`config.mk`:
```
export PLATFORM = sky130hd
export DESIGN_NAME = vgr_top
export DESIGN_NICKNAME = d
export VERILOG_FILES = /design/src/vgr_pkg.sv /design/src/vgr_top.sv
export SDC_FILE = /design/constraint.sdc
export NUM_CORES = 1
export LEC_CHECK = 0
export BUFFER_PORTS_ARGS = -buffer_cell sky130_fd_sc_hd__buf_2
export CAP_MARGIN = 10
export CORE_ASPECT_RATIO = 0.8
export CORE_MARGIN = 5
export CORE_UTILIZATION = 55
export DETAILED_ROUTE_END_ITERATION = 10
export PLACE_DENSITY = 0.9
export SYNTH_ARGS = -nofsm -noshare
export SYNTH_HDL_FRONTEND = slang
export SYNTH_SLANG_ARGS = --single-unit
```
`constraint.sdc`:
```
create_clock -name clock_in -period 4 [get_ports clock_in]
set_input_delay 0.2 -clock clock_in [delete_from_list [all_inputs] [get_ports clock_in]]
set_output_delay 0.2 -clock clock_in [all_outputs]
set_load 0.1 [all_outputs]
```
`src/vgr_pkg.sv`:
```
// Package with port map, field positions and constants of the video general register block
package vgr_pkg;
  localparam logic [15:0] PORT_ATTR_IDX    = 16'h03C0;
  localparam logic [15:0] PORT_ATTR_RD     = 16'h03C1;
  localparam logic [15:0] PORT_MISC_WR     = 16'h03C2;
  localparam logic [15:0] PORT_STAT0       = 16'h03C2;
  localparam logic [15:0] PORT_SUBSYS      = 16'h03C3;
  localparam logic [15:0] PORT_PAL_MASK    = 16'h03C6;
  localparam logic [15:0] PORT_PAL_RD_IDX  = 16'h03C7;
  localparam logic [15:0] PORT_PAL_WR_IDX  = 16'h03C8;
  localparam logic [15:0] PORT_PAL_DATA    = 16'h03C9;
  localparam logic [15:0] PORT_FEAT_RD     = 16'h03CA;
  localparam logic [15:0] PORT_MISC_RD     = 16'h03CC;
  localparam logic [15:0] PORT_EXT_IDX     = 16'h03DE;
  localparam logic [15:0] PORT_EXT_DATA    = 16'h03DF;
  localparam logic [15:0] PORT_MONO_BASE   = 16'h03B0;
  localparam logic [15:0] PORT_COLR_BASE   = 16'h03D0;
  localparam logic [3:0]  OFS_TIMING_IDX   = 4'h4;
  localparam logic [3:0]  OFS_TIMING_DATA  = 4'h5;
  localparam logic [3:0]  OFS_STAT1        = 4'hA;
  localparam logic [15:0] TRAP_LO          = 16'h03D8;
  localparam logic [15:0] TRAP_HI          = 16'h03D9;
  // Field positions
  localparam int MISC_VPOL     = 7;
  localparam int MISC_HPOL     = 6;
  localparam int MISC_PAGE     = 5;
  localparam int MISC_CLK_HI   = 3;
  localparam int MISC_CLK_LO   = 2;
  localparam int MISC_MEM_EN   = 1;
  localparam int MISC_COLOR    = 0;
  localparam int ST0_IRQ       = 7;
  localparam int ST0_SENSE     = 4;
  localparam int ST1_DIAG_HI   = 5;
  localparam int ST1_DIAG_LO   = 4;
  localparam int ST1_VRET      = 3;
  localparam int ST1_RET       = 0;
  localparam int FEAT_VSYNC_OR = 3;
  localparam int SUB_EN        = 0;
  localparam int EXT_CLK_HI    = 0;
  localparam logic [7:0] EXT_IDX_CLK   = 8'h00;
  localparam logic [7:0] EXT_IDX_PLANE = 8'h01;
  localparam logic [7:0] EXT_IDX_LINE  = 8'h02;
  localparam logic [7:0] EXT_IDX_PAN   = 8'h03;
  localparam logic [7:0] EXT_IDX_LATCH = 8'h04;
  localparam logic [7:0] RESET_BYTE    = 8'h00;
  localparam logic [7:0] REFRESH_STEP  = 8'h01;
  // Vertical size codes
  localparam logic [1:0] VSIZE_RSVD = 2'b00;
  localparam logic [1:0] VSIZE_400  = 2'b01;
  localparam logic [1:0] VSIZE_350  = 2'b10;
  localparam logic [1:0] VSIZE_480  = 2'b11;
  // Dot clock codes
  localparam logic [2:0] CLK_25M  = 3'b000;
  localparam logic [2:0] CLK_28M  = 3'b001;
  localparam logic [2:0] CLK_EXT  = 3'b010;
  localparam logic [2:0] CLK_14M  = 3'b100;
  localparam logic [2:0] CLK_16M  = 3'b101;
  localparam logic [2:0] CLK_32M  = 3'b111;
  typedef enum logic [2:0] {
    VGR_IDLE  = 3'b000,
    VGR_ADDR  = 3'b001,
    VGR_DATA  = 3'b010,
    VGR_DONE  = 3'b011,
    VGR_FETCH = 3'b100
  } vgr_mem_e;
endpackage : vgr_pkg

```
`src/vgr_top.sv`:
```
// General register group with host port decode and display memory sequencer
`timescale 1ns/10ps
module vgr_top (
  input  wire logic        clock_in,
  input  wire logic        rst_n_in,
  input  wire logic        clk_en_in,
  input  wire logic [15:0] io_addr_in,
  input  wire logic        io_rd_in,
  input  wire logic        io_wr_in,
  input  wire logic        mem_rd_in,
  input  wire logic        mem_wr_in,
  input  wire logic [15:0] mem_addr_in,
  input  wire logic [7:0]  host_data_in,
  input  wire logic        sense_in,
  input  wire logic        vretrace_in,
  input  wire logic        hretrace_in,
  input  wire logic        vdisp_en_in,
  input  wire logic        vsync_raw_in,
  input  wire logic        retrace_event_in,
  input  wire logic        retrace_clear_in,
  input  wire logic [7:0]  color_in,
  input  wire logic [7:0]  scan_line_in,
  input  wire logic [15:0] disp_addr_in,
  input  wire logic        disp_fetch_req_in,
  input  wire logic [7:0]  md_in,
  output logic [7:0]       host_data_out,
  output logic             host_ready_out,
  output logic             nmi_n_out,
  output logic             dir_to_host_out,
  output logic [3:0]       ras_n_out,
  output logic             cas_n_out,
  output logic             we_n_out,
  output logic             oe_n_out,
  output logic [7:0]       md_out,
  output logic             md_oe_out,
  output logic             pal_rd_n_out,
  output logic             pal_wr_n_out,
  output logic             timing_sel_out,
  output logic [1:0]       vsize_out,
  output logic             page_hi_out,
  output logic [2:0]       clk_sel_out,
  output logic             vsync_out,
  output logic             retrace_irq_n_out,
  output logic [3:0]       pan_out,
  output logic [7:0]       fetch_data_out
);
  import vgr_pkg::*;

  logic [7:0]  misc_output_control;
  logic [7:0]  subsystem_enable;
  logic [7:0]  feature_ctl;
  logic [7:0]  palette_pixel_mask;
  logic [7:0]  palette_read_index;
  logic [7:0]  palette_write_index;
  logic [7:0]  attribute_index_port;
  logic [7:0]  extended_index_port;
  logic [7:0]  ext_clk;
  logic [7:0]  plane_enable;
  logic [7:0]  line_compare;
  logic [7:0]  pan_setting;
  logic [7:0]  proc_latch;
  logic [7:0]  refresh_count;
  logic        irq_pend;
  logic [2:0]  sense_sync;
  logic        sense_level;
  logic        io_rd_q;
  logic        io_wr_q;
  logic        mem_busy;
  logic        cpu_write;
  logic [15:0] cpu_addr;
  logic [7:0]  cpu_wdata;
  logic        grant_cpu;
  logic        prefer_cpu;
  vgr_mem_e    mem_state;
  vgr_mem_e    next_mem_state;

  function automatic logic hit(input logic [15:0] a, input logic [15:0] p);
    hit = (a == p);
  endfunction : hit

  function automatic logic [15:0] emu_port(input logic color, input logic [3:0] ofs);
    emu_port = (color ? PORT_COLR_BASE : PORT_MONO_BASE) | {12'h000, ofs};
  endfunction : emu_port

  logic dec_en;
  logic rd_go;
  logic wr_go;
  logic mem_go;
  assign dec_en = subsystem_enable[SUB_EN];
  assign rd_go  = io_rd_in && !io_rd_q && dec_en;
  assign wr_go  = io_wr_in && !io_wr_q && dec_en;
  assign mem_go = (mem_rd_in || mem_wr_in) && !mem_busy && dec_en
                  && misc_output_control[MISC_MEM_EN];

  // Edge detect so a long command strobe counts once
  always_ff @(posedge clock_in or negedge rst_n_in) begin
    if (!rst_n_in) begin
      io_rd_q <= 1'b0;
      io_wr_q <= 1'b0;
    end else if (clk_en_in) begin
      io_rd_q <= io_rd_in;
      io_wr_q <= io_wr_in;
    end
  end

  // Monitor sense crosses from the pin
  always_ff @(posedge clock_in or negedge rst_n_in) begin
    if (!rst_n_in) begin
      sense_sync  <= 3'b000;
      sense_level <= 1'b0;
    end else if (clk_en_in) begin
      sense_sync <= {sense_sync[1:0], sense_in};
      if (sense_sync[2] == sense_sync[1]) begin
        sense_level <= sense_sync[2];
      end
    end
  end

  // Register writes, one byte each
  always_ff @(posedge clock_in or negedge rst_n_in) begin
    if (!rst_n_in) begin
      misc_output_control  <= RESET_BYTE;
      subsystem_enable     <= 8'h01;
      feature_ctl          <= RESET_BYTE;
      palette_pixel_mask   <= 8'hFF;
      palette_read_index   <= RESET_BYTE;
      palette_write_index  <= RESET_BYTE;
      attribute_index_port <= RESET_BYTE;
      extended_index_port  <= RESET_BYTE;
      ext_clk              <= RESET_BYTE;
      plane_enable         <= RESET_BYTE;
      line_compare         <= 8'hFF;
      pan_setting          <= RESET_BYTE;
    end else if (clk_en_in && io_wr_in && !io_wr_q) begin
      if (hit(io_addr_in, PORT_SUBSYS)) begin
        subsystem_enable <= {7'h00, host_data_in[SUB_EN]};
      end
      if (dec_en) begin
        if (hit(io_addr_in, PORT_MISC_WR)) begin
          misc_output_control <= host_data_in;
        end
        if (hit(io_addr_in, emu_port(misc_output_control[MISC_COLOR], OFS_STAT1))) begin
          feature_ctl <= {4'h0, host_data_in[FEAT_VSYNC_OR], 3'b000};
        end
        if (hit(io_addr_in, PORT_PAL_MASK)) begin
          palette_pixel_mask <= host_data_in;
        end
        if (hit(io_addr_in, PORT_PAL_RD_IDX)) begin
          palette_read_index <= host_data_in;
        end
        if (hit(io_addr_in, PORT_PAL_WR_IDX)) begin
          palette_write_index <= host_data_in;
        end
        if (hit(io_addr_in, PORT_ATTR_IDX)) begin
          attribute_index_port <= host_data_in;
        end
        if (hit(io_addr_in, PORT_EXT_IDX)) begin
          extended_index_port <= host_data_in;
        end
        if (hit(io_addr_in, PORT_EXT_DATA)) begin
          case (extended_index_port)
            EXT_IDX_CLK:   ext_clk      <= host_data_in;
            EXT_IDX_PLANE: plane_enable <= host_data_in;
            EXT_IDX_LINE:  line_compare <= host_data_in;
            EXT_IDX_PAN:   pan_setting  <= host_data_in;
            default:       ext_clk      <= ext_clk;
          endcase
        end
      end
    end
  end

  // Pending retrace flag; a new event wins over a clear
  always_ff @(posedge clock_in or negedge rst_n_in) begin
    if (!rst_n_in) begin
      irq_pend <= 1'b0;
    end else if (clk_en_in) begin
      if (retrace_event_in) begin
        irq_pend <= 1'b1;
      end else if (retrace_clear_in) begin
        irq_pend <= 1'b0;
      end
    end
  end

  logic [1:0] diag_pair;
  always_comb begin
    case (plane_enable[5:4])
      2'b00:   diag_pair = {color_in[2], color_in[0]};
      2'b01:   diag_pair = {color_in[5], color_in[4]};
      2'b10:   diag_pair = {color_in[3], color_in[1]};
      default: diag_pair = {color_in[7], color_in[6]};
    endcase
  end

  logic [7:0] rd_byte;
  logic       trap_hit;
  always_comb begin
    rd_byte = RESET_BYTE;
    if (hit(io_addr_in, PORT_STAT0)) begin
      rd_byte[ST0_IRQ]   = irq_pend;
      rd_byte[ST0_SENSE] = sense_level;
    end else if (hit(io_addr_in, PORT_MISC_RD)) begin
      rd_byte = misc_output_control;
    end else if (hit(io_addr_in, emu_port(misc_output_control[MISC_COLOR], OFS_STAT1))) begin
      rd_byte[ST1_DIAG_HI] = diag_pair[1];
      rd_byte[ST1_DIAG_LO] = diag_pair[0];
      rd_byte[ST1_VRET]    = vretrace_in;
      rd_byte[ST1_RET]     = vretrace_in || hretrace_in;
    end else if (hit(io_addr_in, PORT_FEAT_RD)) begin
      rd_byte = feature_ctl;
    end else if (hit(io_addr_in, PORT_SUBSYS)) begin
      rd_byte = subsystem_enable;
    end else if (hit(io_addr_in, PORT_PAL_MASK)) begin
      rd_byte = palette_pixel_mask;
    end else if (hit(io_addr_in, PORT_PAL_WR_IDX)) begin
      rd_byte = palette_write_index;
    end else if (hit(io_addr_in, PORT_ATTR_IDX)) begin
      rd_byte = attribute_index_port;
    end else if (hit(io_addr_in, PORT_EXT_IDX)) begin
      rd_byte = extended_index_port;
    end else if (hit(io_addr_in, PORT_EXT_DATA)) begin
      case (extended_index_port)
        EXT_IDX_CLK:   rd_byte = ext_clk;
        EXT_IDX_PLANE: rd_byte = plane_enable;
        EXT_IDX_LINE:  rd_byte = line_compare;
        EXT_IDX_PAN:   rd_byte = pan_setting;
        EXT_IDX_LATCH: rd_byte = proc_latch;
        default:       rd_byte = RESET_BYTE;
      endcase
    end
  end
  // Only the fixed ports TRAP_LO and TRAP_HI trap, whatever the emulation mode
  assign trap_hit = hit(io_addr_in, TRAP_LO) || hit(io_addr_in, TRAP_HI);

  // Host side outputs
  always_ff @(posedge clock_in or negedge rst_n_in) begin
    if (!rst_n_in) begin
      host_data_out   <= RESET_BYTE;
      nmi_n_out       <= 1'b1;
      dir_to_host_out <= 1'b0;
      pal_rd_n_out    <= 1'b1;
      pal_wr_n_out    <= 1'b1;
      timing_sel_out  <= 1'b0;
    end else if (clk_en_in) begin
      if (rd_go) begin
        host_data_out <= rd_byte;
      end else if (mem_state == VGR_DONE && !cpu_write) begin
        host_data_out <= proc_latch;
      end
      nmi_n_out <= !((rd_go || wr_go) && trap_hit);
      dir_to_host_out <= (io_rd_in || mem_rd_in) && dec_en;
      pal_rd_n_out <= !(rd_go && (hit(io_addr_in, PORT_PAL_DATA)
                                  || hit(io_addr_in, PORT_PAL_RD_IDX)));
      pal_wr_n_out <= !(wr_go && (hit(io_addr_in, PORT_PAL_DATA)
                                  || hit(io_addr_in, PORT_PAL_RD_IDX)
                                  || hit(io_addr_in, PORT_PAL_WR_IDX)));
      timing_sel_out <= (rd_go || wr_go) &&
        (hit(io_addr_in, emu_port(misc_output_control[MISC_COLOR], OFS_TIMING_IDX)) ||
         hit(io_addr_in, emu_port(misc_output_control[MISC_COLOR], OFS_TIMING_DATA)));
    end
  end

  // Mode outputs
  always_ff @(posedge clock_in or negedge rst_n_in) begin
    if (!rst_n_in) begin
      vsize_out         <= VSIZE_RSVD;
      page_hi_out       <= 1'b0;
      clk_sel_out       <= CLK_25M;
      vsync_out         <= 1'b0;
      retrace_irq_n_out <= 1'b1;
      pan_out           <= 4'h0;
    end else if (clk_en_in) begin
      vsize_out   <= {misc_output_control[MISC_VPOL], misc_output_control[MISC_HPOL]};
      page_hi_out <= misc_output_control[MISC_PAGE];
      clk_sel_out <= {ext_clk[EXT_CLK_HI], misc_output_control[MISC_CLK_HI],
                      misc_output_control[MISC_CLK_LO]};
      vsync_out <= feature_ctl[FEAT_VSYNC_OR] ? (vsync_raw_in || vdisp_en_in)
                                              : vsync_raw_in;
      retrace_irq_n_out <= !irq_pend;
      // Pan stops at the compare line so the lower window stays put
      pan_out <= (scan_line_in < line_compare) ? pan_setting[3:0] : 4'h0;
    end
  end

  // Memory sequencer: host and display fetch alternate
  always_comb begin
    next_mem_state = mem_state;
    case (mem_state)
      VGR_IDLE:  next_mem_state = (mem_go || disp_fetch_req_in) ? VGR_ADDR : VGR_IDLE;
      VGR_ADDR:  next_mem_state = VGR_DATA;
      VGR_DATA:  next_mem_state = grant_cpu ? VGR_DONE : VGR_FETCH;
      VGR_DONE:  next_mem_state = VGR_IDLE;
      VGR_FETCH: next_mem_state = VGR_IDLE;
      default:   next_mem_state = VGR_IDLE;
    endcase
  end

  always_ff @(posedge clock_in or negedge rst_n_in) begin
    if (!rst_n_in) begin
      mem_state     <= VGR_IDLE;
      mem_busy      <= 1'b0;
      grant_cpu     <= 1'b0;
      prefer_cpu    <= 1'b1;
      cpu_write     <= 1'b0;
      cpu_addr      <= 16'h0000;
      cpu_wdata     <= RESET_BYTE;
      proc_latch    <= RESET_BYTE;
      fetch_data_out <= RESET_BYTE;
      refresh_count <= RESET_BYTE;
    end else if (clk_en_in) begin
      mem_state <= next_mem_state;
      if (mem_go) begin
        mem_busy  <= 1'b1;
        cpu_write <= mem_wr_in;
        cpu_addr  <= mem_addr_in;
        cpu_wdata <= host_data_in;
      end
      if (mem_state == VGR_IDLE && next_mem_state == VGR_ADDR) begin
        // Alternate owners when both wait
        grant_cpu  <= (mem_busy || mem_go) && (prefer_cpu || !disp_fetch_req_in);
        prefer_cpu <= !((mem_busy || mem_go) && (prefer_cpu || !disp_fetch_req_in));
      end
      if (mem_state == VGR_DATA) begin
        if (grant_cpu && !cpu_write) begin
          proc_latch <= md_in;
        end
        if (!grant_cpu) begin
          fetch_data_out <= md_in;
        end
      end
      if (mem_state == VGR_DONE) begin
        mem_busy <= 1'b0;
      end
      if (!vdisp_en_in && mem_state == VGR_FETCH) begin
        refresh_count <= refresh_count + REFRESH_STEP;
      end
    end
  end

  // Strobes and shared bus
  always_ff @(posedge clock_in or negedge rst_n_in) begin
    if (!rst_n_in) begin
      ras_n_out      <= 4'hF;
      cas_n_out      <= 1'b1;
      we_n_out       <= 1'b1;
      oe_n_out       <= 1'b1;
      md_out         <= RESET_BYTE;
      md_oe_out      <= 1'b0;
      host_ready_out <= 1'b1;
    end else if (clk_en_in) begin
      // Ready returns with the read byte, not a cycle ahead of it
      host_ready_out <= !(mem_busy || mem_go) || mem_state == VGR_DONE;
      case (next_mem_state)
        VGR_ADDR: begin
          ras_n_out <= 4'h0;
          cas_n_out <= 1'b0;
          we_n_out  <= 1'b1;
          oe_n_out  <= 1'b1;
          md_oe_out <= 1'b1;
          // Refresh count replaces display address while blanked
          // A fresh request is not latched yet, so take its address from the pins
          md_out <= (mem_busy || mem_go) && (prefer_cpu || !disp_fetch_req_in) ?
                    (mem_go ? mem_addr_in[7:0] : cpu_addr[7:0]) :
                    (vdisp_en_in ? disp_addr_in[7:0] : refresh_count);
        end
        VGR_DATA: begin
          we_n_out  <= !(grant_cpu && cpu_write);
          oe_n_out  <= grant_cpu && cpu_write;
          md_oe_out <= grant_cpu && cpu_write;
          md_out    <= cpu_wdata;
        end
        default: begin
          ras_n_out <= 4'hF;
          cas_n_out <= 1'b1;
          we_n_out  <= 1'b1;
          oe_n_out  <= 1'b1;
          md_oe_out <= 1'b0;
        end
      endcase
    end
  end
endmodule : vgr_top

```
---- Word-level counts from Yosys, hierarchy flattened ----
Cells that the tools add are included.
operators by class
  mux-type cells .......................... 39
  bitwise gates (word level) .............. 2
  equal/unequal tests ..................... 29
  reductions and logical operators ........ 75
  add/subtract/negate cells ............... 1
  $lt $le $gt $ge ......................... 1
operators with widths
  cell                    number
  $eq A16 B10 Y1 const B  13
  $mux W8                 13
  $pmux W8 S5             1
  $eq A16 B16 Y1          2
  $reduce_and A3 Y1       8
  $logic_and A1 B1 Y1     20
  $reduce_and A2 Y1       10
  $eq A16 B10 Y1          1
  $eq A8 B2 Y1 const B    2
  $pmux W8 S2             1
  $reduce_and A4 Y1       4
  $logic_not A1 Y1        13
  $logic_or A1 B1 Y1      13
  $mux W1                 11
  $eq A3 B2 Y1 const B    3
  $pmux W3 S3             1
  $add A8 B1 Y8 const B   1
  $eq A8 B1 Y1 const B    1
  $eq A8 B3 Y1 const B    1
  $logic_not A8 Y1        1
  $lt A8 B8 Y1            1
  $mux W4                 2
  $pmux W4 S2             1
  $reduce_bool A2 Y1      4
  13 further kinds        19
word-level totals
  register bits after elaboration ......... 170
  output and inout port bits .............. 50

---- Logic depth before layout (Yosys ltp) ----
Gate-level depths: netlist of run 1.
  word-level depth ........................ 13
  mapped depth ............................ 8
  gate-level depth less buffers ........... 7

---- Least setup slack after synthesis of run 1 ----
Ideal clock, no wire load.
  kind .................................... register -> register
  start point ............................. reg extended_index_port[3]
  end point ............................... reg line_compare[0]
  path buffers ............................ 1
  arrival ................................. 2134 ps
  period minus slack after synthesis ...... 2216 ps
  path slack .............................. 1784 ps
  stages on the path, launching flop included .. 7
  path through ............................ dfrtp_1 or4_1 nor4_2 and3_1 buf_6 nor3b_4 mux2_2
on the way
  word-level cells in the longest chain between the ends .. 2
ends and longest elaborated chain
  element                             RTL line        RTL
  start, declared                     vgr_top.sv:56   logic [7:0] extended_index_port;
  start signal, assigned              vgr_top.sv:158  extended_index_port <= host_data_in;
  $eq A8 B2 Y1                        vgr_top.sv:161  case (extended_index_port)
  $reduce_and A4 Y1 (no source line)  --
  end signal, assigned                vgr_top.sv:164  EXT_IDX_LINE: line_compare <= host_data_in;
  end, declared                       vgr_top.sv:59   logic [7:0] line_compare;
No other way between the ends.
A chain may end at the register's enable or synchronous reset.

---- Worst setup path in the final report of run 1 ----
  start point ............................. reg subsystem_enable[0]
  end point ............................... reg md_out[0]
on the way
  word-level cells in the longest chain between the ends .. 8
ends and longest elaborated chain
  element                                       RTL line        RTL
  start, declared                               vgr_top.sv:50   logic [7:0] subsystem_enable;
  start signal, assigned                        vgr_top.sv:136  subsystem_enable <= {7'h00, host_data_in[SUB_EN]};
  $logic_and A1 B1 Y1 *                         vgr_top.sv:92   assign mem_go = (mem_rd_in || mem_wr_in) && !mem_busy && dec_en
  $logic_and A1 B1 Y1 *                         vgr_top.sv:93   && misc_output_control[MISC_MEM_EN];
  $logic_or A1 B1 Y1                            vgr_top.sv:290  VGR_IDLE: next_mem_state = (mem_go || disp_fetch_req_in) ? VGR_ADDR : VGR_IDLE;
  $mux W1                                       vgr_top.sv:290
  $pmux W3 S3                                   vgr_top.sv:289  case (mem_state)
  $eq A3 B1 Y1 or $eq A3 B2 Y1 (tied branches)  vgr_top.sv:354  case (next_mem_state)
  $reduce_bool A2 Y1 (no source line)           --
  $reduce_and A2 Y1 (no source line)            --
  end signal, assigned                          vgr_top.sv:363  md_out <= (mem_busy || mem_go) && (prefer_cpu || !disp_fetch_req_in) ?
  end signal, assigned                          vgr_top.sv:371  md_out <= cpu_wdata;
  end, declared                                 vgr_top.sv:34   output logic [7:0] md_out,
Every way passes the cells marked *; elsewhere a longest branch is shown, timed or not.

==> summary.txt, run 1 <==
Clocking
  – Post-CTS setup buffers: 0
  – Clock Latency Late Sink: 440 ps
  – Worst-case clock buffer depth: 2
  – Clock transition at path regs: 60 ps
  – CTS tree: yes
  – CTS root buffer: clkbuf_16
  – Htree depth: 4
  – CTS buffer count: 17
  – CTS sink cnt: approximately 170

Setup path
  – Worst reg2reg endpoint: md_out[0]
  – Startpoint Class: register
  – Critical Path Start: subsystem_enable[0]
  – CP required: about 4300 ps
  – Crit Path Max Fanout: 12
  – Crit path kind: register to register
  – Worst setup path endpoint: md_out[0]
  – Reg2reg start: subsystem_enable[0]
  – R2r worst-path depth: 5
  – Crit. End Element: register
  – Arrival time at the worst endpoint: 2840 ps
  – R2r setup slk: 1430 ps

STA
  – Layout Skew: approximately 13 ps
  – Fin worst setup slack: 1432 ps
  – Final setup vio count: 0
  – Hold Fails Final Rpt: 0
  – RSZ-0062 raised after global routing: false
  – Worst Tran Pin Value: 1235 ps
  – Fmax: 389.4 MHz
  – Slew Viols, Final: 0
  – Setup TNS: 0 ps
  – Slew margin rel.: 16.50%
  – Tcrit/Tclk final: 64.21%
  – Min Tclk post-route: ~2600 ps

Power
  – Power per Cell Area: 575.6 nW/µm²
  – Leakage: 0.004520 µW
  – Worst vdd ir: 357.1 µV

Die
  – Die width: 148.6 µm
  – I/O pin cnt: 145
  – Row cnt: 40
  – DIE AREA: 17,960 µm²
  – Core area: 15,060 µm²
  – Die Ht: between 100 and 150 µm
  – Initial core utilization: 56.09%

Layout
  – Share of cells above drive strength 1: 38.50%
  – Final nets: 955
  – P&R area growth vs syn: 16.45%
  – Final core utilization: 65.32%
  – Antenna Cells: 0

Drt
  – Average wire per standard cell: 21.20 µm
  – Via density: 6.201
  – Iteration-0 DRC Markers: approximately 670
  – Residual DRC: 0
  – DRT Pass-1 Iters: 5
  – Via count: 6,666
  – Post-route ant nets: 0
  – Drt total wl: roughly 23,000 µm

Yosys
  – Post-synthesis cell type count: 73
  – Post-synthesis instance area: 8449 µm²
  – Sequential fraction of the synthesis area: 49.55%
  – Syn Area/Cell: 11.33 µm²
  – Syn Inst Count: between 700 and 800
  – Syn nets: 849
  – Ys flop type: dfrtp_1
  – EDFF count, synth: 0
  – Fraction of registers with async set/reset: 100.0%
  – Ys Warns: 0
  – Yosys reg bits: 166

Global routing
  – Met1 Usage GRT: between 30% and 40%
  – Global-route wire length before repair: 35,570 µm
  – Met3 Use GR: ~5.8%
  – GRT Resource Usage Total: 25.71%
  – Vias in the first global route: approximately 6,500
  – Grt ovf: 0
  – Initial antenna violation count: 0
  – GR peak layer: met2
  – Largest net degree at the start of global routing: 77
  – Met2 usage: around two fifths

Placement
  – DP Worst Slack: 1431 ps
  – DPL Wire Length: ~16,000 µm
  – GP Congestion: 0.9547
  – Port bufs: 128

Worst hold path
  – Hold crit path type: primary input to register

Outcome
  – Status: complete, no violations

Flow run
  – Max-cap violations: 0
worst min path at each step:
stage,start,slack [ps],cells after the start,end
after floorplan,rst_n_in,-100,0,attribute_index_port[0]
after global placement,rst_n_in,270,1,pan_setting[6]
after detailed placement,rst_n_in,270,1,pan_setting[2]
after CTS,mem_addr_in[0],5,2,cpu_addr[0]
after global routing,mem_addr_in[0],6,2,cpu_addr[0]
final,mem_addr_in[0],10,2,cpu_addr[0]
cell usage in the layout, fill, tap and decap left out, types with 5 or more instances in the layout:
cell type and n:
nor2b_1 7, a21oi_1 30, buf_2 127, a22oi_1 6, mux2_2 120, nand2_1 54, a21o_1 5, o22ai_1 6
nor2_1 34, nor3_2 5, mux2i_1 40, nor3_1 8, buf_4 6, clkbuf_8 6, o21ai_0 38, o221ai_1 6
xnor2_1 5, clkbuf_16 17, nand3_1 17, nand2b_1 6, ha_1 8, dfstp_2 26, nor4_1 10, inv_1 28
a31oi_1 12, dfrtp_1 140
kinds of logic (layout without fill, tap and decap cells):
logic type	count (synthesis)	count (layout)	synth area share [%]
and+or+nand+nor	182	182	12.11
DFF	166	166	49.55
muxes	164	164	21.80
AOI/OAI and AO/OA	142	142	10.82
buffers and inverters	76	195	3.702
adders and majority gates	8	8	1.185
xor gates and xnor gates	8	8	0.8293
worst max-delay path, stage by stage (launching register included):
cell and delay (ps):
dfstp_2 600, o2111a_1 650, o22ai_1 580, mux2i_1 250, mux2i_1 220, o21ai_0 110
stage by stage:
step / cell area (µm²) / hold WS (ps) / std cells / power (µW)
finish: 9839 / 13.16 / 1075 / 5663
global route: 9839 / 6.396 / 1075 / 5854
CTS: 9839 / 4.548 / 1075 / 5666
detailed placement: 9196 / 268.3 / 1042 / 3925
global placement: 9196 / 265.6 / 1042 / 3879
floorplan: 8449 / -95.59 / 746 / 3558
routing by layer:
layer	share of wire (%)	routed length [µm]
met1	42	9512
met2	47	10800
met3	8.7	1974
met4	2.2	497
met5	0	0
synthesized netlist by cell type (all sizes together), types with 7 or more instances:
cell type | count | area share [%]
dfrtp | 140 | 41
mux2 | 120 | 16
nand2 | 55 | 2.5
mux2i | 40 | 4.7
o21ai | 40 | 2.4
nor2 | 35 | 1.6
a21oi | 30 | 1.8
clkbuf | 29 | 1.3
inv | 28 | 1.2
dfstp | 26 | 8.1
buf | 19 | 1.2
nand3 | 18 | 1.1
nor4 | 14 | 1.3
nor3 | 13 | 1.1
a31oi | 12 | 0.89
ha | 8 | 1.2
nor2b | 7 | 0.52
what timing repair did:
action,CTS,global route
setup endpoints to repair,0,0
hold endpoints to repair,59,0
resized for setup,0,0
hold buffers,1,0
area by class of cell:
class | instances | area (µm²)
fillers | 1130 | 5225
flip-flops and latches | 166 | 4187
multi-input cells | 504 | 3950
repair buffers | 135 | 701.9
clock buffers | 26 | 519.2
well taps | 210 | 262.8
clock inverters | 6 | 113.9
inverters | 28 | 105.1
report_power, final:
part	internal, µW	switching (µW)	total (µW)
sequential	1900	206	2110
combinational	375	1430	1810
clock	1090	663	1750
No activity file was read; power rests on OpenSTA's default activity.
==> run 2, diff against run 1 <==
Clock period 4 ns to 2.5 ns, I/O delays scaled along.
==> run 2 against run 1 <==
Net effect: routed wire length rose by 11%; final cell count grew 4.4%; critical path type unchanged; cell area increased by 5.0%; global-route usage increased by 2.9 points; clock power rose by 71%; power increased by 65%; clock skew shrank 2.6 ps; sequential power up 61%; utilization increased by 3.2 points; largest cell class unchanged; worst hold slack better by 15 ps; combinational power grew 65%.
==> summary.txt, run 2 (same netlist as run 1, synthesis figures left out) <==
Outcome
  – Status: complete, no violations

Global routing
  – Global-route wire length before repair: 39,390 µm (+11%)
  – Met3 Use GR: 6.945% (+1.1 points)
  – GRT Resource Usage Total: 28.57% (+2.9 points)
  – Largest net degree at the start of global routing: 82 (+6.5%)
  – Grt ovf: 0 (unchanged)
  – GR peak layer: met2
  – Initial antenna violation count: 1 (+1)
  – Vias in the first global route: 7,134 (+10%)
  – Met1 Usage GRT: 37.38% (+1.7 points)
  – Met2 usage: 45.39% (+5.3 points)

Power
  – Design internal power: 5567 µW (+66%)
  – Overall Power: 9365 µW (+65%)
  – Clock power share: 31.9% (+1.0 points)
  – Leakage: 0.004791 µW (+6.0%)
  – Flop pwr share: 36.2% (-1.0 points)
  – Comb pwr share: 31.9% (about the same)
  – Sw Pwr: 3798 µW (+65%)
  – Power per Cell Area: 906.7 nW/µm² (+58%)
  – Worst vdd ir: 506.2 µV (+42%)
  – Switch share: 40.56% (-0.099 points)

Clocking
  – Htree depth: 4 (unchanged)
  – CTS root buffer: clkbuf_16
  – CTS tree: yes
  – CTS sink cnt: 166 (unchanged)
  – Clock Latency Late Sink: 430 ps (about the same)
  – Worst-case clock buffer depth: 2 (unchanged)
  – Clock transition at path regs: 70 ps (about the same)
  – CTS buffer count: 17 (unchanged)

STA
  – Min Tclk post-route: 2427 ps (-141.3 ps)
  – Tcrit/Tclk final: 97.08% (+33 points)
  – Slew Viols, Final: 0 (unchanged)
  – Worst Tran Pin Value: 1317 ps (+81.50 ps)
  – Layout Skew: 10.12 ps (-2.568 ps)
  – Slew margin rel.: 12.23% (-4.3 points)
  – Hold Fails Final Rpt: 0 (unchanged)
  – Setup TNS: 0 ps (unchanged)
  – Final setup vio count: 0 (unchanged)
  – Fmax: 412.0 MHz (+5.8%)

Die
  – Initial core utilization: 56.09% (unchanged)
  – Die width: 148.6 µm (unchanged)
  – DIE AREA: 17,960 µm² (unchanged)
  – I/O pin cnt: 145 (unchanged)
  – Row cnt: 40 (unchanged)
  – Die Ht: 120.9 µm (unchanged)
  – Core area: 15,060 µm² (unchanged)

Layout
  – Register area: 4187 µm² (unchanged)
  – Share of cells above drive strength 1: 39.41% (+0.91 points)
  – Fill cells: 1,046 (-7.4%)
  – Area of the multi-input gates: 3959 µm² (+0.22%)
  – Commonest non-fill, non-tap cell in the layout: dfrtp_1
  – Final nets: 1,001 (+4.8%)
  – Commonest non-fill, non-tap cells in the layout: 140 x dfrtp_1, 127 x buf_2, 120 x mux2_2
  – P&R area growth vs syn: 22.24%

Setup path
  – Crit-path slowest cell: or4_1
  – Crit Path Max Fanout: 8 (-4)
  – Buffers & Inverters on Critical Path: 1 (+1)
  – Startpoint Class: register
  – Crit path kind: register to register
  – Cell family with most CP delay: simple AND/OR/NAND/NOR gates
  – CP peak stage delay: 560 ps (-90 ps)
  – CP required: 2810 ps (-1460 ps)
  – Crit. End Element: register
  – Worst path cell trace: or4_1 > nor4_2 > and3_1 > buf_4 > nand3b_2 > mux2_2
  – Arrival time at the worst endpoint: 2740 ps (-100 ps)

Drt
  – Via density: 6.339 (+2.2%)
  – Average wire per standard cell: 22.46 µm (+6.0%)
  – Via count: 7,112 (+6.7%)
  – Residual DRC: 0 (unchanged)
  – Post-route ant nets: 0 (unchanged)
  – Drt total wl: 25,200 µm (+11%)
  – DRT Pass-1 Iters: 5 (unchanged)
  – Iteration-0 DRC Markers: 843 (+26%)

Worst hold path
  – Hold crit path type: primary input to register

Placement
  – DPL Wire Length: 16,580 µm (+3.7%)
  – Port bufs: 128 (unchanged)
  – GP Congestion: 0.9994 (+4.7%)

Flow run
  – Max-cap violations: 0 (unchanged)
[run 2: worst paths after layout]
path / from / endpoint / slack (ps) / depth (start not counted)
max: extended_index_port[3] / ext_clk[7] / 70 / 6
min: io_rd_in / io_rd_q / 30 / 2
max reg2reg: extended_index_port[3] / ext_clk[7] / 70 / 6
min reg2reg: md_out[6] / md_out[6] / 480 / 2
max in group asynchronous: rst_n_in / palette_pixel_mask[6] / 1410 / 3
min in group asynchronous: rst_n_in / pan_setting[1] / 330 / 2
[run 2: power by group through the flow]
stage	clock network [µW]	registers (µW)	logic [µW]
3_5_place_dp	0	3400	2920
4_1_cts	2970	3360	2960
3_3_place_gp	0	3380	2850
6_report	2990	3390	2980
2_1_floorplan	0	4640	1050
5_1_grt	3120	3410	3100
[run 2: metrics by stage]
step	utilization (%)	std cells	worst slack [ps]	hold WS (ps)	instance area, µm²
4_1_cts	68.36	1120	100.1	4.459	10300
3_5_place_dp	62.36	1065	136.1	224.4	9394
3_3_place_gp	62.36	1065	187.0	222.9	9394
2_1_floorplan	-	746	284.2	-170.6	8449
5_1_grt	68.56	1122	-5.006	22.25	10330
6_report	68.56	1122	73.02	27.74	10330
[run 2: layout make-up]
type / count / area share, %
flip-flops and latches: 166 / 40.53
well taps: 210 / 2.544
repair buffers: 181 / 11.04
clock buffers: 22 / 4.688
clock inverters: 10 / 1.829
inverters: 28 / 1.018
diodes: 1 / 0.02423
multi-input cells: 504 / 38.33
[run 2: timing repair]
action                                  4_1_cts  5_1_grt
endpoints found under the setup margin        0       14
resized for setup                             0        1
buffers inserted                              0        1
hold buffers                                 23        0
endpoints found under the hold margin        99        0
[run 2: routing by layer]
layer / vias up / routed length [µm] / part of all wire, %
met4: 0 / 1188 / 4.7
met3: 109 / 2651 / 11
li1: 3046 / - / -
met5: - / 0 / 0
met2: 474 / 11630 / 46
met1: 3483 / 9724 / 39
[run 2: worst register-to-register path: cells and delay by family (launching register included)]
| kind | cells | cell delay [ps] |
|---|---|---|
| buffers and inverters | 1 | 170 |
| DFF | 1 | 410 |
| muxes | 1 | 390 |
| and+or+nand+nor | 4 | 1340 |
==> run 3, diff against run 2 <==
Settings changed: CAP_MARGIN 10 to 0, CELL_PAD_IN_SITES_DETAIL_PLACEMENT set to 1, CELL_PAD_IN_SITES_GLOBAL_PLACEMENT set to 2, CORE_UTILIZATION 55 to 37, PLACE_DENSITY 0.9 to 0.92.
==> run 3 against run 2 <==
Net effect: first-iteration DRC count down 45%; clock power down 12%; routed wire length is 8.8% higher.
==> summary.txt, run 3 (same netlist as run 1, synthesis figures left out) <==
Setup path
  – Crit path kind: register to register
  – CP required: 2850 ps (+40 ps)
  – R2r worst-path depth: 6 (unchanged)
  – Startpoint Class: register
  – Crit. End Element: register
  – Arrival time at the worst endpoint: 2760 ps (+20 ps)
  – Reg2reg start: extended_index_port[3]
  – Crit-path slowest cell: or4_1
  – Worst path cell trace: or4_1 > nor4_2 > and3_1 > nor3b_4 > buf_12 > mux2_2
  – CP peak stage delay: 550 ps (about the same)
  – Critical Path Start: extended_index_port[3]
  – Crit Path Max Fanout: 8 (unchanged)

Drt
  – Post-route ant nets: 0 (unchanged)
  – Drt total wl: 27,420 µm (+8.8%)
  – Via count: 6,870 (-3.4%)
  – Residual DRC: 0 (unchanged)
  – Via density: 5.613 (-11%)
  – Average wire per standard cell: 22.40 µm (-0.26%)
  – DRT Pass-1 Iters: 5 (unchanged)
  – Iteration-0 DRC Markers: 461 (-45%)

Layout
  – Final nets: 1,008 (+0.70%)
  – P&R area growth vs syn: 23.06%
  – Share of cells above drive strength 1: 39.65% (+0.24 points)
  – Register area: 4187 µm² (unchanged)
  – Area of the multi-input gates: 3950 µm² (-0.22%)
  – Antenna Cells: 0 (-1)
  – Fill cells: 2,462 (+140%)
  – Commonest non-fill, non-tap cells in the layout: 140 x dfrtp_1, 127 x buf_2, 120 x mux2_2
  – Commonest non-fill, non-tap cell in the layout: dfrtp_1

Placement
  – GP Congestion: 0.8608 (-14%)
  – DPL Wire Length: 19,250 µm (+16%)
  – Port bufs: 128 (unchanged)
  – DP Worst Slack: 7.106 ps (-129.0 ps)

Clocking
  – CTS buffer count: 17 (unchanged)
  – Htree depth: 4 (unchanged)
  – Worst-case clock buffer depth: 2 (unchanged)
  – CTS root buffer: clkbuf_16
  – Clock transition at path regs: 70 ps (about the same)
  – Clock Latency Late Sink: 440 ps (about the same)
  – CTS sink cnt: 166 (unchanged)
  – CTS tree: yes

Global routing
  – Global-route wire length before repair: 42,520 µm (+7.9%)
  – Vias in the first global route: 7,459 (+4.6%)
  – Largest net degree at the start of global routing: 61 (-26%)
  – Grt ovf: 0 (unchanged)
  – GRT Resource Usage Total: 21.16% (-7.4 points)
  – Initial antenna violation count: 1 (unchanged)

STA
  – Setup TNS: 0 ps (unchanged)
  – Tcrit/Tclk final: 96.38% (-0.70 points)
  – Layout Skew: 11.02 ps (+0.9006 ps)
  – Slew Viols, Final: 0 (unchanged)
  – Fmax: 415.0 MHz (+0.73%)
  – Worst Tran Pin Value: 963.0 ps (-353.6 ps)
  – RSZ-0062 raised after global routing: false
  – Final setup vio count: 0 (unchanged)
  – Slew margin rel.: 35.37% (+23 points)
  – Hold Fails Final Rpt: 0 (unchanged)
  – Final Hold Slack: 22.67 ps (-5.073 ps)
  – Fin worst setup slack: 90.56 ps (+17.54 ps)
  – Min Tclk post-route: 2409 ps (-17.54 ps)

Power
  – Leakage: 0.004749 µW (-0.88%)
  – Power per Cell Area: 867.5 nW/µm² (-4.3%)
  – Worst vdd ir: 546.3 µV (+7.9%)

Die
  – DIE AREA: 25,980 µm² (+45%)
  – Initial core utilization: 37.55% (-19 points)
  – Die width: 179.0 µm (+20%)
  – Die Ht: 145.2 µm (+20%)
  – Row cnt: 49 (+23%)
  – I/O pin cnt: 145 (unchanged)
  – Core area: 22,500 µm² (+49%)

Worst hold path
  – Hold crit path type: primary input to register
  – Worst hold start: io_wr_in
  – Hold path depth: 3 (+1)

Flow run
  – Max-cap violations: 0 (unchanged)

Outcome
  – Status: complete, no violations
==> run 3: worst max-delay path: cells and delay by family, from the launching register on <==
| family | cells | cell delay, ps |
|---|---|---|
| buf+inv | 1 | 160 |
| flops | 1 | 420 |
| mux | 1 | 340 |
| simple gates | 4 | 1410 |
==> run 3: cell type report <==
type / count / share of cell area [%]
sequential: 166 / 40.26
multi-input combinational: 504 / 37.99
timing repair buffer: 188 / 11.47
clock buffer: 21 / 4.332
tap: 306 / 3.682
clock inverter: 11 / 1.252
inverter: 28 / 1.011
==> run 3: report_power, final <==
part | switching [µW] | leakage, µW | internal [µW] | total [µW]
Sequential | 315 | 0.00216 | 3040 | 3350
Clock | 1130 | 0.000269 | 1500 | 2630
Combinational | 2380 | 0.00232 | 657 | 3040
==> run 3: worst paths after layout <==
| path | slack [ps] | endpoint |
|---|---|---|
| max | 90 | line_compare[7] |
| min | 20 | io_wr_q |
| max reg2reg | 90 | line_compare[7] |
| min reg2reg | 480 | md_out[6] |
| max in group asynchronous | 1420 | line_compare[3] |
| min in group asynchronous | 220 | palette_write_index[0] |
==> run 3: what timing repair did <==
item | in CTS | in global routing
endpoints found under the hold margin | 69 | 0
gates resized for setup | 0 | 0
setup buffers | 1 | 0
hold buffers | 23 | 0
setup endpoints to repair | 8 | 0
==> run 3: per-stage QoR <==
step	area, µm²	util [%]	power [µW]	cells
3_5_place_dp	9567	42.52	6390	1168
2_1_floorplan	8449	-	5693	746
5_1_grt	10400	46.21	9350	1224
6_report	10400	46.21	9020	1224
3_3_place_gp	9567	42.52	6297	1168
4_1_cts	10400	46.21	9053	1224
==> run 3: metal layers <==
layer	part of all wire, %	global-route usage [%]
met1	43	28.36
met2	49	35.26
met3	5.8	4.291
met4	1.7	4.948
met5	0.047	0
